### config.mk
export PLATFORM = sky130hd
export DESIGN_NAME = diag_seq
export DESIGN_NICKNAME = d
export VERILOG_FILES = /design/src/rtl/diag_seq_pkg.sv /design/src/rtl/diag_seq.sv
export SDC_FILE = /design/constraint.sdc
export NUM_CORES = 1
export LEC_CHECK = 0
export BUFFER_PORTS_ARGS = -buffer_cell sky130_fd_sc_hd__buf_2
export CAP_MARGIN = 20
export CORE_UTILIZATION = 60
export CTS_BUF_LIST = sky130_fd_sc_hd__clkbuf_8 sky130_fd_sc_hd__clkbuf_16
export DETAILED_ROUTE_END_ITERATION = 16
export PLACE_DENSITY = 0.9
export SYNTH_ARGS = -nofsm -noshare
export SYNTH_HDL_FRONTEND = slang
export SYNTH_SLANG_ARGS = --single-unit
### constraint.sdc
create_clock -name sys_clk -period 3.13 [get_ports sys_clk]
set_input_delay 0.4695 -clock sys_clk [delete_from_list [all_inputs] [get_ports sys_clk]]
set_output_delay 0.4695 -clock sys_clk [all_outputs]
set_load 0.005 [all_outputs]
### src/rtl/diag_seq_pkg.sv
// Constants shared by the speaker load diagnostic sequencer.
// Assumes a 100 MHz system clock; times are converted to cycle counts here.
// Overview of operation
// - On leaving stand-by with diagnostics requested, run turn-on test for all fault kinds.
// - Turn-on result held until next pulse; new pulse only after a host read.
// - Standby exit plus diag enable together: pulse first, outputs stay high impedance.
// - After bias, go permanent; keep turn-on result until an output short appears.
// - Latch fault status at end of pulse top; acquisition lasts about 100 ms.
// - Ground/supply thresholds fixed; load thresholds line-driver only at 16 dB plus setting.
// - Restart mode: channels independent, faulted one off, checked each 1 ms, restarts.
// - Diagnostic mode: protection triggers 1 ms recheck; no overload means reactivate.
// - Overload still present at recheck starts a 100 ms diagnostic cycle.
// - After cycle channel goes to restart, results stored; next cycle after host read.
// - Flag a DC output offset beyond the detection limit.
// - Offset window opens at last read or enable, closes at read; must persist.
// - Short-circuit protection during test disables offset and current detection.
// - Count current peaks over 500 mA; three or more normal, else open tweeter.
// - With several faults, at least one reported first, others after read-and-removal.
// - Double-fault priority: source ground first, plus supply both; supply, open, sink ground.
// - Source side positive on left-front and right-rear, negative on the other two.
// - Permanent diagnostic never reports open load; only the next turn-on does.
// - A fault is reported only if stable through its whole measurement period.
// - Every read re-arms cycles and returns previous results; changes show on second read.
// - Fast-mute shortens mute below 1.5 ms; host clears the bit soon after.
// - Bit 6 of diagnostic byte one is one once a diagnostic cycle terminated.
`default_nettype none
package diag_seq_pkg;
  localparam int CLK_HZ = 100_000_000;
  localparam int TICK_US = 1000;
  localparam int TICK_CYC = CLK_HZ / 1_000_000 * TICK_US;
  localparam int ACQ_MS = 100;
  localparam int CYCLE_MS = 100;
  localparam int FAST_MUTE_US = 1500;
  localparam int FAST_MUTE_CYC = CLK_HZ / 1_000_000 * FAST_MUTE_US - 1;
  localparam int NORMAL_MUTE_MS = 20;
  localparam int MIN_PEAKS = 3;
  localparam int NCH = 4;
  // Result byte layout per channel
  localparam int B_GND = 0;
  localparam int B_VS = 1;
  localparam int B_OPEN_OFS = 2;
  localparam int B_SHORT = 3;
  localparam int B_PERM = 4;
  localparam int B_TWEET = 5;
  localparam int B_DONE = 6;
  localparam int B_OFS_ON = 7;
  // Channel index 0 LF, 1 LR, 2 RF, 3 RR; one marks source on positive output
  localparam logic [3:0] SRC_ON_POS = 4'h9;
  typedef enum logic [2:0] {
    CH_IDLE = 3'b000,
    CH_PULSE = 3'b001,
    CH_ACTIVE = 3'b010,
    CH_RECHECK = 3'b011,
    CH_CYCLE = 3'b100,
    CH_RESTART = 3'b101
  } ch_state_t;
endpackage
`default_nettype wire

### src/rtl/diag_seq.sv
// Four-channel speaker load diagnostic sequencer.
// Assumes analog comparators deliver synchronous per-channel fault levels, and that
// the bus front end gives instruction bits as levels and a one-cycle read pulse.
`default_nettype none
module diag_seq #(
  parameter int TICK_CYC = diag_seq_pkg::TICK_CYC,
  parameter int ACQ_TICKS = diag_seq_pkg::ACQ_MS,
  parameter int CYCLE_TICKS = diag_seq_pkg::CYCLE_MS,
  parameter int MUTE_CYC = diag_seq_pkg::FAST_MUTE_CYC
) (
  input wire logic sys_clk,
  input wire logic resetn,
  input wire logic diag_enable,
  input wire logic offset_enable,
  input wire logic [1:0] gain_16db,
  input wire logic standby_off,
  input wire logic line_driver_diag,
  input wire logic current_detect_enable,
  input wire logic fast_mute,
  input wire logic host_read,
  input wire logic [3:0] gnd_pos,
  input wire logic [3:0] gnd_neg,
  input wire logic [3:0] short_vs,
  input wire logic [3:0] short_load,
  input wire logic [3:0] open_load,
  input wire logic [3:0] overload,
  input wire logic [3:0] offset_high,
  input wire logic [3:0] peak_500ma,
  output logic [3:0] channel_on,
  output logic outputs_hiz,
  output logic test_pulse,
  output logic line_thresholds,
  output logic [7:0] diagnostic_byte_one,
  output logic [7:0] diag_byte_lr,
  output logic [7:0] diag_byte_rf,
  output logic [7:0] diag_byte_rr,
  output logic offset_active,
  output logic mute_fast_done
);
  typedef logic [5:0] res_t;
  localparam int TW = $clog2(TICK_CYC + 1);
  localparam int AW = $clog2((ACQ_TICKS > CYCLE_TICKS ? ACQ_TICKS : CYCLE_TICKS) + 2);
  localparam logic [AW-1:0] ACQ_END = AW'(ACQ_TICKS - 1);
  localparam logic [AW-1:0] CYC_END = AW'(CYCLE_TICKS - 1);
  localparam logic [2:0] PEAKS_MIN = 3'(diag_seq_pkg::MIN_PEAKS);
  localparam int MW = $clog2(MUTE_CYC + 1);

  // Priority encode of simultaneous faults, open load only when allowed
  function automatic res_t prio(input logic gso, input logic gsk, input logic vs, input logic sl,
                                input logic ol, input logic allow_open);
    res_t r;
    r = '0;
    if (gso) begin
      r[diag_seq_pkg::B_GND] = 1'b1;
      r[diag_seq_pkg::B_VS] = vs;
    end else if (vs) begin
      r[diag_seq_pkg::B_VS] = 1'b1;
    end else if (ol && allow_open) begin
      r[diag_seq_pkg::B_OPEN_OFS] = 1'b1;
    end else if (gsk) begin
      r[diag_seq_pkg::B_GND] = 1'b1;
    end else if (sl) begin
      r[diag_seq_pkg::B_SHORT] = 1'b1;
    end
    return r;
  endfunction

  // Shared 1 ms timebase
  logic [TW-1:0] tick_cnt_reg;
  logic tick;
  always_ff @(posedge sys_clk or negedge resetn) begin
    if (!resetn) begin
      tick_cnt_reg <= '0;
    end else if (tick_cnt_reg == TW'(TICK_CYC - 1)) begin
      tick_cnt_reg <= '0;
    end else begin
      tick_cnt_reg <= tick_cnt_reg + 1'b1;
    end
  end
  assign tick = (tick_cnt_reg == TW'(TICK_CYC - 1));

  logic standby_off_d_reg;
  logic ldr;
  always_ff @(posedge sys_clk or negedge resetn) begin
    if (!resetn) begin
      standby_off_d_reg <= 1'b0;
      line_thresholds <= 1'b0;
    end else begin
      standby_off_d_reg <= standby_off;
      line_thresholds <= ldr;
    end
  end
  // Both gain stages must be at 16 dB for the line-driver load limits
  assign ldr = (&gain_16db) && line_driver_diag;
  wire standby_exit = standby_off && !standby_off_d_reg;

  // Any ongoing pulse keeps the power stage off
  logic [3:0] in_pulse;
  logic [3:0] done_flag;
  always_ff @(posedge sys_clk or negedge resetn) begin
    if (!resetn) begin
      outputs_hiz <= 1'b1;
      test_pulse <= 1'b0;
    end else begin
      test_pulse <= |in_pulse;
      // Pulse start edge too, else the stage would bias for one cycle before the pulse
      outputs_hiz <= (|in_pulse) || !standby_off || (standby_exit && diag_enable);
    end
  end

  logic [5:0] res_pack [diag_seq_pkg::NCH];
  logic [3:0] perm_v, tweet_v, ofs_v;

  genvar c;
  generate
    for (c = 0; c < diag_seq_pkg::NCH; c++) begin : g_ch
      diag_seq_pkg::ch_state_t st_reg;
      logic [AW-1:0] t_reg;
      res_t stable_reg, res_reg;
      logic perm_reg, armed_reg, ofs_win_reg, ofs_ok_reg, ofs_res_reg, ac_dis_reg;
      logic [2:0] peaks_reg;
      logic tweet_res_reg;
      logic gpos, gneg;
      assign gpos = diag_seq_pkg::SRC_ON_POS[c] ? gnd_pos[c] : gnd_neg[c];
      assign gneg = diag_seq_pkg::SRC_ON_POS[c] ? gnd_neg[c] : gnd_pos[c];
      // Open load must already count in the sample taken as the pulse starts
      wire res_t now = prio(gpos, gneg, short_vs[c], short_load[c], open_load[c],
                            st_reg == diag_seq_pkg::CH_IDLE || st_reg == diag_seq_pkg::CH_PULSE);

      // Per-channel sequencer
      always_ff @(posedge sys_clk or negedge resetn) begin
        if (!resetn) begin
          st_reg <= diag_seq_pkg::CH_IDLE;
          t_reg <= '0;
          stable_reg <= '0;
          res_reg <= '0;
          perm_reg <= 1'b0;
          armed_reg <= 1'b1;
          done_flag[c] <= 1'b0;
          channel_on[c] <= 1'b0;
        end else begin
          if (host_read) begin
            armed_reg <= 1'b1;
            done_flag[c] <= 1'b0;
          end
          case (st_reg)
            diag_seq_pkg::CH_IDLE: begin
              channel_on[c] <= 1'b0;
              if (standby_exit && diag_enable && armed_reg) begin
                st_reg <= diag_seq_pkg::CH_PULSE;
                t_reg <= '0;
                stable_reg <= now;
                armed_reg <= host_read;
              end else if (standby_off) begin
                st_reg <= diag_seq_pkg::CH_ACTIVE;
              end
            end
            diag_seq_pkg::CH_PULSE: begin
              stable_reg <= stable_reg & now;
              if (tick) begin
                t_reg <= t_reg + 1'b1;
                if (t_reg == ACQ_END) begin
                  // Sampled at the top's end, kept until the next pulse or the end of a diagnostic cycle
                  res_reg <= stable_reg & now;
                  perm_reg <= 1'b0;
                  done_flag[c] <= 1'b1;
                  st_reg <= diag_seq_pkg::CH_ACTIVE;
                end
              end
            end
            diag_seq_pkg::CH_ACTIVE: begin
              channel_on[c] <= 1'b1;
              if (!standby_off) begin
                st_reg <= diag_seq_pkg::CH_IDLE;
              end else if (overload[c]) begin
                channel_on[c] <= 1'b0;
                t_reg <= '0;
                st_reg <= (diag_enable && armed_reg) ? diag_seq_pkg::CH_RECHECK
                                                     : diag_seq_pkg::CH_RESTART;
              end
            end
            diag_seq_pkg::CH_RECHECK: begin
              if (tick) begin
                if (overload[c]) begin
                  st_reg <= diag_seq_pkg::CH_CYCLE;
                  stable_reg <= now;
                  armed_reg <= 1'b0;
                end else begin
                  st_reg <= diag_seq_pkg::CH_ACTIVE;
                end
              end
            end
            diag_seq_pkg::CH_CYCLE: begin
              stable_reg <= stable_reg & now;
              if (tick) begin
                t_reg <= t_reg + 1'b1;
                if (t_reg == CYC_END) begin
                  res_reg <= stable_reg & now;
                  perm_reg <= 1'b1;
                  done_flag[c] <= 1'b1;
                  st_reg <= diag_seq_pkg::CH_RESTART;
                end
              end
            end
            diag_seq_pkg::CH_RESTART: begin
              // Channel stays off; output status polled on each tick
              if (!standby_off) begin
                st_reg <= diag_seq_pkg::CH_IDLE;
              end else if (tick && !overload[c]) begin
                st_reg <= diag_seq_pkg::CH_ACTIVE;
              end
            end
            default: st_reg <= diag_seq_pkg::CH_IDLE;
          endcase
        end
      end
      assign in_pulse[c] = (st_reg == diag_seq_pkg::CH_PULSE);

      // Offset window, closed and reopened by every read
      always_ff @(posedge sys_clk or negedge resetn) begin
        if (!resetn) begin
          ofs_win_reg <= 1'b0;
          ofs_ok_reg <= 1'b0;
          ofs_res_reg <= 1'b0;
        end else if (!offset_enable) begin
          ofs_win_reg <= 1'b0;
          ofs_ok_reg <= 1'b0;
        end else if (host_read || !ofs_win_reg) begin
          ofs_res_reg <= ofs_win_reg && ofs_ok_reg && offset_high[c];
          ofs_win_reg <= 1'b1;
          ofs_ok_reg <= offset_high[c] && !overload[c];
        end else begin
          ofs_ok_reg <= ofs_ok_reg && offset_high[c] && !overload[c];
        end
      end

      // Current peak counter, counts saturate at the decision level
      always_ff @(posedge sys_clk or negedge resetn) begin
        if (!resetn) begin
          peaks_reg <= '0;
          ac_dis_reg <= 1'b0;
          tweet_res_reg <= 1'b0;
        end else if (!current_detect_enable) begin
          peaks_reg <= '0;
          ac_dis_reg <= 1'b0;
        end else if (host_read) begin
          tweet_res_reg <= ac_dis_reg ? 1'b0 : (peaks_reg < PEAKS_MIN);
          peaks_reg <= '0;
          ac_dis_reg <= 1'b0;
        end else begin
          if (overload[c]) begin
            ac_dis_reg <= 1'b1;
          end
          if (peak_500ma[c] && peaks_reg < PEAKS_MIN) begin
            peaks_reg <= peaks_reg + 1'b1;
          end
        end
      end
      assign res_pack[c] = res_reg;
      assign perm_v[c] = perm_reg;
      assign tweet_v[c] = tweet_res_reg;
      assign ofs_v[c] = ofs_res_reg;
    end
  endgenerate

  // Read results come from the previous cycle: bytes refresh only on a read
  function automatic logic [7:0] pack(input logic [5:0] r, input logic p, input logic tw,
                                      input logic of, input logic top);
    logic [7:0] b;
    b = '0;
    b[diag_seq_pkg::B_GND] = r[diag_seq_pkg::B_GND];
    b[diag_seq_pkg::B_VS] = r[diag_seq_pkg::B_VS];
    b[diag_seq_pkg::B_OPEN_OFS] = r[diag_seq_pkg::B_OPEN_OFS] || of;
    b[diag_seq_pkg::B_SHORT] = r[diag_seq_pkg::B_SHORT];
    b[diag_seq_pkg::B_PERM] = p;
    b[diag_seq_pkg::B_TWEET] = tw;
    b[diag_seq_pkg::B_OFS_ON] = top;
    return b;
  endfunction

  always_ff @(posedge sys_clk or negedge resetn) begin
    if (!resetn) begin
      diagnostic_byte_one <= '0;
      diag_byte_lr <= '0;
      diag_byte_rf <= '0;
      diag_byte_rr <= '0;
      offset_active <= 1'b0;
    end else begin
      offset_active <= offset_enable;
      if (host_read) begin
        diagnostic_byte_one <= pack(res_pack[0], perm_v[0], tweet_v[0], ofs_v[0], 1'b0);
        diagnostic_byte_one[diag_seq_pkg::B_DONE] <= |done_flag;
        diag_byte_lr <= pack(res_pack[1], perm_v[1], tweet_v[1], ofs_v[1], offset_enable);
        diag_byte_rf <= pack(res_pack[2], perm_v[2], tweet_v[2], ofs_v[2], 1'b0);
        diag_byte_rr <= pack(res_pack[3], perm_v[3], tweet_v[3], ofs_v[3], 1'b0);
      end
    end
  end

  // Fast mute: signal the end of the shortened transition window
  logic [MW-1:0] mute_cnt_reg;
  always_ff @(posedge sys_clk or negedge resetn) begin
    if (!resetn) begin
      mute_cnt_reg <= '0;
      mute_fast_done <= 1'b0;
    end else if (!fast_mute) begin
      mute_cnt_reg <= '0;
      mute_fast_done <= 1'b0;
    end else if (mute_cnt_reg == MW'(MUTE_CYC)) begin
      mute_fast_done <= 1'b1;
    end else begin
      mute_cnt_reg <= mute_cnt_reg + 1'b1;
    end
  end

  a_hiz_in_pulse: assert property (@(posedge sys_clk) disable iff (!resetn)
    (|in_pulse) |=> outputs_hiz) else $error("outputs driven during test pulse");
  a_hiz_at_exit: assert property (@(posedge sys_clk) disable iff (!resetn)
    (standby_exit && diag_enable) |=> outputs_hiz) else $error("outputs driven at pulse start");
  a_line_thresh: assert property (@(posedge sys_clk) disable iff (!resetn)
    (ldr) |=> line_thresholds) else $error("line thresholds not selected");
  a_bytes_on_read: assert property (@(posedge sys_clk) disable iff (!resetn)
    (!host_read) |=> $stable(diagnostic_byte_one)) else $error("result changed without read");
  a_done_bit: assert property (@(posedge sys_clk) disable iff (!resetn)
    host_read |=> diagnostic_byte_one[diag_seq_pkg::B_DONE] == $past(|done_flag))
    else $error("done bit wrong");
  a_pulse_exit: assert property (@(posedge sys_clk) disable iff (!resetn)
    (standby_exit && diag_enable && g_ch[0].armed_reg) |=> in_pulse[0]) else $error("no pulse");
  a_recheck_go: assert property (@(posedge sys_clk) disable iff (!resetn)
    (g_ch[2].st_reg == diag_seq_pkg::CH_RECHECK && tick && !overload[2] && standby_off)
    |=> g_ch[2].st_reg == diag_seq_pkg::CH_ACTIVE) else $error("recheck failed");
  a_cycle_start: assert property (@(posedge sys_clk) disable iff (!resetn)
    (g_ch[2].st_reg == diag_seq_pkg::CH_RECHECK && tick && overload[2])
    |=> g_ch[2].st_reg == diag_seq_pkg::CH_CYCLE) else $error("cycle not started");
  a_restart_off: assert property (@(posedge sys_clk) disable iff (!resetn)
    (g_ch[2].st_reg == diag_seq_pkg::CH_RESTART) |=> !channel_on[2]) else $error("faulted channel on");
  a_mute_fast: assert property (@(posedge sys_clk) disable iff (!resetn)
    $rose(mute_fast_done) |-> $past(fast_mute, 2)) else $error("fast mute early");
  c_pulse: cover property (@(posedge sys_clk) disable iff (!resetn) $rose(test_pulse));
  c_cycle: cover property (@(posedge sys_clk) disable iff (!resetn)
    g_ch[2].st_reg == diag_seq_pkg::CH_CYCLE);
  c_read: cover property (@(posedge sys_clk) disable iff (!resetn)
    host_read && diagnostic_byte_one[diag_seq_pkg::B_DONE]);
endmodule // diag_seq
`default_nettype wire

==> results.sh, run 1 <==
export IMPL_hp_class="primary input to async pin"
export IMPL_viasPerCell=6.165
export IMPL_drt_wirelength_per_cell_um=16.40
export IMPL_cts_root_buf="clkbuf_16"
export IMPL_grt_total_usage_pct=26.27
export IMPL_clk_pin_slew_worst_paths_ns=0.07
export IMPL_wirelength_um=20000
export IMPL_power_mw=6.330
export IMPL_fmax_mhz=393.2
export IMPL_async_flop_share_pct=100.0
export IMPL_synth_top_area_share_pct=48.95
export IMPL_cts_tree="built"
export IMPL_numPlacedInstances=1188
export IMPL_final_net_count=1072
export IMPL_dr_pass1_iters=5
export IMPL_drtAntennaViolNets=0
export IMPL_ys_types=77
export IMPL_r2r_start="tick_cnt_reg[12]"
export IMPL_pin_count=84
export IMPL_ys_flop_type="dfrtp_1"
export IMPL_io_buffer_count=77
export IMPL_max_slew_margin_pct=35.73
export IMPL_status="completed"
export IMPL_p_sw_share_pct=30.36
export IMPL_finalCriticalPeriod_ns=2.543
export IMPL_critPathMaxFanout=17
export IMPL_gp_congestion=0.8973
export IMPL_regArea_um2=4686
export IMPL_first_iter_violations=615
export IMPL_tightestPinTransition_ns=0.9561
export IMPL_r2r_cells=6
export IMPL_grt_max_degree=88
export IMPL_finalCritPeriodShare_pct=81.26
export IMPL_dieArea_um2=16010
export IMPL_synth_area_leaders="dfrtp_1 49%, nand2_1 4.7%, nor2_1 3.8%"
export IMPL_p_leak_nw=4.645
export IMPL_ctsResizeCount=0
export IMPL_syn2layout_area_growth_pct=11.54
export IMPL_start_kind="flip-flop"
export IMPL_power_density_nw_per_um2=610.0
export IMPL_arrival_ns=2.87
export IMPL_drive_above_1_share_pct=16.49
export IMPL_clkPwrFrac_pct=34.2
export IMPL_power_internal_mw=4.408
export IMPL_rows=45
export IMPL_synth_largest_area_cell="dfrtp_1"
export IMPL_finalMaxSlewViolations=0
export IMPL_cts_setup_buffers=0
export IMPL_hold_buffers=0
export IMPL_whs_ns=0.07043
export IMPL_synth_edf_count=0
export IMPL_yosysSeqAreaShare_pct=50.36
export IMPL_netSwitchingPower_mw=1.922
export IMPL_grt_pass1_wl_um=33400
export IMPL_fin_cells=1219
export IMPL_insertion_delay_ns=0.44
export IMPL_hpwl_um=13560
export IMPL_seqPwrFrac_pct=46.4
export IMPL_setup_tns_final_ns=0
export IMPL_core_um2=15150
export IMPL_path_class="flip-flop to flip-flop"
export IMPL_combPwrFrac_pct=19.4
export IMPL_avgSynthCellArea_um2=9.651
export IMPL_vias=7515
export IMPL_overflow=0
export IMPL_peakVddDrop_uv=493.2
export IMPL_drc=0
export IMPL_largest_reg_flops=28
export IMPL_clock_skew_ns=0.01132
export IMPL_setup_viol=0
export IMPL_multi_input_area_um2=4254
export IMPL_synth_warning_count=0
export IMPL_cts_sinks=187
export IMPL_rsz0062_at_grt="no"
export IMPL_syn_area_um2=9304
export IMPL_ys_ff_latch=187
export IMPL_grt_pass1_vias=7069
export IMPL_critPathCaptureType="flip-flop"
export IMPL_cap_violations=0
export IMPL_die_height_um=126.5
export IMPL_h_tree_depth=4
export IMPL_cts_made_buffers=17
export IMPL_final_hold_viol_count=0
export IMPL_antenna_found_initial=0
export IMPL_die_w_um=126.5
export IMPL_synth_cells=964
export IMPL_n_antenna_cell=0
export IMPL_clk_path_buf_depth=2
export IMPL_start_util_pct=61.43
export IMPL_startpoint="tick_cnt_reg[12]"
export IMPL_worstPathRequired_ns=3.46
export IMPL_n_fill_cell=1058
[metrics by stage]
stage / area, µm² / utilization [%] / setup WS (ns)
after detailed placement: 9782 / 64.58 / 0.6092
after floorplan: 9323 / - / 0.7447
after CTS: 10380 / 68.52 / 0.5976
after global routing: 10380 / 68.52 / 0.4413
final: 10380 / 68.52 / 0.5865
after global placement: 9782 / 64.58 / 0.7030
[placed cells by master, fill, tap and decap left out, types with 10 or more instances in the layout]
cell type,n
dfrtp_1,182
nand2_1,117
nor2_1,93
buf_2,76
o21ai_0,65
a21oi_1,40
nand3_1,32
inv_1,31
mux2_2,26
nor3_1,23
xor2_1,21
nand4_1,20
o22a_1,17
clkbuf_16,17
or3_1,15
nand2b_1,15
xnor2_1,14
and3_1,13
and2_1,13
nand4b_1,12
o22ai_1,11
ha_1,10
[routing by layer]
layer,part of all wire (%),routed length (µm),GRT usage (%)
met5,0,0,0
met4,2.3,457,11.13
met3,4.6,915,4.597
met2,50,9949,43.52
met1,43,8673,34.32
[power by group through the flow]
stage	combinational [mW]	sequential [mW]	clock [mW]
floorplan	1.05	2.77	0
global placement	1.16	2.96	0
detailed placement	1.20	2.97	0
CTS	1.22	2.93	2.18
global route	1.36	2.97	2.28
finish	1.23	2.94	2.16
[synthesized netlist by cell type (5+ instances only)]
library cell / instances
dfrtp_1: 182
nand2_1: 117
nor2_1: 93
o21ai_0: 65
a21oi_1: 40
clkbuf_1: 36
nand3_1: 32
inv_1: 30
mux2_2: 26
nor3_1: 23
xor2_1: 21
nand4_1: 20
o22a_1: 17
nand2b_1: 15
or3_1: 15
xnor2_1: 14
and2_1: 13
and3_1: 13
nand4b_1: 12
o22ai_1: 11
ha_1: 10
nor2b_1: 8
a22o_1: 7
buf_4: 7
o211ai_1: 7
a211oi_1: 6
a21boi_0: 6
a31oi_1: 6
nor4_1: 6
a21o_1: 5
and4b_1: 5
dfstp_2: 5
mux2i_1: 5
nor3b_1: 5
[path summary, 6_finish.rpt]
check	end	slack (ns)
hold / removal	g_ch[0].peaks_reg[0]	0.07
max in group asynchronous	g_ch[1].armed_reg	2.29
setup / recovery	g_ch[1].st_reg[0]	0.59
hold reg to reg	g_ch[0].tweet_res_reg	0.47
setup reg to reg	g_ch[1].st_reg[0]	0.59
min in group sys_clk	line_thresholds	0.29
[cell families (layout without fill, tap and decap cells)]
kind of cell | count (synthesis) | in the layout | synth area share (%)
and+or+nand+nor | 405 | 405 | 22.10
DFF | 187 | 187 | 50.36
AOI/OAI and AO/OA | 208 | 208 | 14.77
adders and majority gates | 10 | 10 | 1.345
buffers and inverters | 86 | 148 | 4.250
other | 1 | 6 | 0.04031
muxes | 32 | 32 | 3.846
xor gates and xnor gates | 35 | 35 | 3.295
[area by class of cell]
type	count	area share, %
well taps	188	2.267
clock inverters	10	1.109
multi-input cells	696	40.99
inverters	30	1.085
repair buffers	87	4.762
flip-flops and latches	187	45.15
clock buffers	21	4.630
[critical path, cell delays in order (launching register included)]
cell and delay [ns]:
dfrtp_1 0.44, or4b_4 0.59, nor4_2 0.29, buf_4 0.31
a21oi_1 0.13, nor3_1 0.30, mux2_2 0.37
Power figures use the tool's default switching activity.
==> run 2, diff against run 1 <==
Settings changed: ABC_AREA set to 1, CORE_UTILIZATION 60 to 54, PLACE_DENSITY 0.9 to 0.86.
Clock period 3.13 ns to 2.1 ns, I/O delays scaled along.
==> run 2 against run 1 <==
Effect of this change: via count grew 12%; cell count grew 24%; sequential power grew 50%; cell area grew 6.0%; highest routed layer is now met5.
==> results.sh, run 2 <==
export IMPL_grt_pass1_vias=8023
export IMPL_setup_tns_final_ns=0
export IMPL_avgSynthCellArea_um2=8.132
export IMPL_cts_root_buf="clkbuf_16"
export IMPL_synth_largest_area_cell="dfrtp_1"
export IMPL_n_antenna_cell=0
export IMPL_clk_pin_slew_worst_paths_ns=0.07
export IMPL_vias=8407
export IMPL_core_um2=17240
export IMPL_arrival_ns=2.23
export IMPL_cts_tree="built"
export IMPL_worstPathRequired_ns=2.42
export IMPL_yosysSeqAreaShare_pct=49.25
export IMPL_h_tree_depth=4
export IMPL_cts_made_buffers=17
export IMPL_syn_area_um2=9514
export IMPL_critPathCaptureType="flip-flop"
export IMPL_grt_total_usage_pct=26.73
export IMPL_insertion_delay_ns=0.43
export IMPL_syn2layout_area_growth_pct=15.60
export IMPL_synth_top_area_share_pct=47.87
export IMPL_io_buffer_count=77
export IMPL_p_leak_nw=5.443
export IMPL_rsz0062_at_grt="no"
export IMPL_status="completed"
export IMPL_synth_common_cells="347 x nand2_1, 182 x dfrtp_1, 105 x nor2_1"
export IMPL_start_kind="flip-flop"
export IMPL_synth_warning_count=0
export IMPL_grt_max_degree=58
export IMPL_overflow=0
export IMPL_start_util_pct=55.20
export IMPL_final_net_count=1329
export IMPL_synth_cells=1170
export IMPL_dr_pass1_iters=6
export IMPL_drive_above_1_share_pct=17.46
export IMPL_gp_congestion=0.9274
export IMPL_hp_class="primary input to flip-flop"
export IMPL_crit_chain="ha_1 > nand2_2 > inv_1 > nand2_2 > nor2_4 > nand3_4 > buf_4 > nor2_4 > nand2_2 > nor2_1 > a21oi_1"
export IMPL_numPlacedInstances=1476
export IMPL_fmax_mhz=524.6
export IMPL_wirelength_um=23040
export IMPL_finalMaxSlewViolations=0
export IMPL_critPathMaxFanout=13
export IMPL_ys_types=45
export IMPL_viasPerCell=5.553
export IMPL_drtAntennaViolNets=0
export IMPL_power_density_nw_per_um2=1022
export IMPL_die_height_um=134.7
export IMPL_yosysMostFrequentCell="nand2_1"
export IMPL_cap_violations=0
export IMPL_finalCritPeriodShare_pct=90.76
export IMPL_clock_skew_ns=0.007738
export IMPL_setup_viol=0
export IMPL_first_iter_violations=605
export IMPL_max_slew_margin_pct=60.53
export IMPL_drt_wirelength_per_cell_um=15.22
export IMPL_drc=0
export IMPL_peakVddDrop_uv=704.3
export IMPL_largest_reg_flops=28
export IMPL_rows=48
export IMPL_final_hold_viol_count=0
export IMPL_final_cell_mix="346 x nand2_1, 182 x dfrtp_1, 104 x nor2_1, 95 x inv_1, 83 x o21ai_0"
export IMPL_pin_count=84
export IMPL_crit_top_cell="nand2_2"
export IMPL_clk_path_buf_depth=2
export IMPL_fin_cells=1514
export IMPL_synth_edf_count=0
export IMPL_path_class="flip-flop to flip-flop"
export IMPL_async_flop_share_pct=100.0
export IMPL_die_w_um=134.7
export IMPL_antenna_found_initial=1
export IMPL_tightestPinTransition_ns=0.5866
export IMPL_cp_slowest_cell="dfrtp_1"
export IMPL_finalCriticalPeriod_ns=1.906
export IMPL_n_fill_cell=1375
export IMPL_ys_flop_type="dfrtp_1"
export IMPL_dieArea_um2=18150
export IMPL_grt_pass1_wl_um=38250
export IMPL_worst_path_largest_cell_delay_ns=0.37
export IMPL_cts_sinks=187
export IMPL_reg2reg_slack_ns=0.19
export IMPL_hpwl_um=16250
export IMPL_ys_ff_latch=187
export IMPL_final_common_cell="nand2_1"
export IMPL_synth_area_leaders="dfrtp_1 48%, nand2_1 14%, o21ai_0 4.4%"
-- run 2: kinds of logic (layout without fill, tap and decap cells) --
| group | after synthesis | count (layout) | synth area share [%] |
|---|---|---|---|
| simple gates | 634 | 634 | 30.37 |
| flops | 187 | 187 | 49.25 |
| compound gates | 178 | 178 | 10.85 |
| buf+inv | 135 | 249 | 5.879 |
| xor+xnor | 25 | 25 | 2.301 |
| fa+ha+maj | 10 | 10 | 1.315 |
| other cells | 1 | 6 | 0.03942 |
-- run 2: layer usage --
layer  global-route usage, %  up-vias  share of wire (%)
met4                   11.24        2                2.9
met5                       0        -              0.056
met2                   45.07      297                 49
met1                   33.62     3995                 42
met3                   5.218       67                6.3
li1                        -     4046                  -
-- run 2: where the power goes --
group / leakage, nW / switching, mW / total (mW) / internal [mW]
registers: 2.37 / 0.357 / 4.40 / 4.05
clock network: 0.332 / 1.47 / 3.65 / 2.18
logic: 2.74 / 2.15 / 3.19 / 1.03
-- run 2: cell type report --
type / instances / area (µm²) / share of cell area (%)
Multi-Input combinational cell: 853 / 4298 / 39.08
Sequential cell: 187 / 4686 / 42.61
Inverter: 109 / 409.1 / 3.720
Timing Repair Buffer: 108 / 654.4 / 5.950
Clock buffer: 18 / 439.2 / 3.993
Tap cell: 225 / 281.5 / 2.560
Clock inverter: 14 / 230.2 / 2.093
-- run 2: repair_timing --
item                                    4_1_cts  5_1_grt
hold buffers                                  1        0
gates resized for setup                       0        3
setup buffers                                 0        5
endpoints found under the hold margin        51        0
endpoints found under the setup margin        0       13
-- run 2: through the flow --
stage | power, mW | instance area (µm²) | setup WS [ns] | util, % | hold slack, ns
floorplan | 6.690 | 9533 | 0.4899 | - | 0.01941
global placement | 7.431 | 10270 | 0.1547 | 59.59 | 0.3179
detailed placement | 7.544 | 10270 | 0.09187 | 59.59 | 0.3214
CTS | 11.20 | 10950 | 0.06356 | 63.53 | 0.07433
global route | 11.85 | 11000 | 0.05632 | 63.81 | 0.07175
finish | 11.24 | 11000 | 0.1939 | 63.81 | 0.07871
-- run 2: final timing paths --
path,startpoint,to,depth (start not counted)
worst min register to register,tick_cnt_reg[0],tick_cnt_reg[0],1
worst max register to register,tick_cnt_reg[0],g_ch[3].perm_reg,11
min in group asynchronous,resetn,diagnostic_byte_one[2],2
max in group asynchronous,resetn,g_ch[2].armed_reg,3
worst max-delay path,tick_cnt_reg[0],g_ch[3].perm_reg,11
worst min-delay path,standby_off,standby_off_d_reg,1
-- run 2: worst max-delay path, delay by kind of cell (launching register included) --
| family | cells | cell delay, ns |
|---|---|---|
| and+or+nand+nor | 7 | 0.85 |
| AOI/OAI and AO/OA | 1 | 0.06 |
| DFF | 1 | 0.37 |
| adders and majority gates | 1 | 0.19 |
| buffers and inverters | 2 | 0.32 |
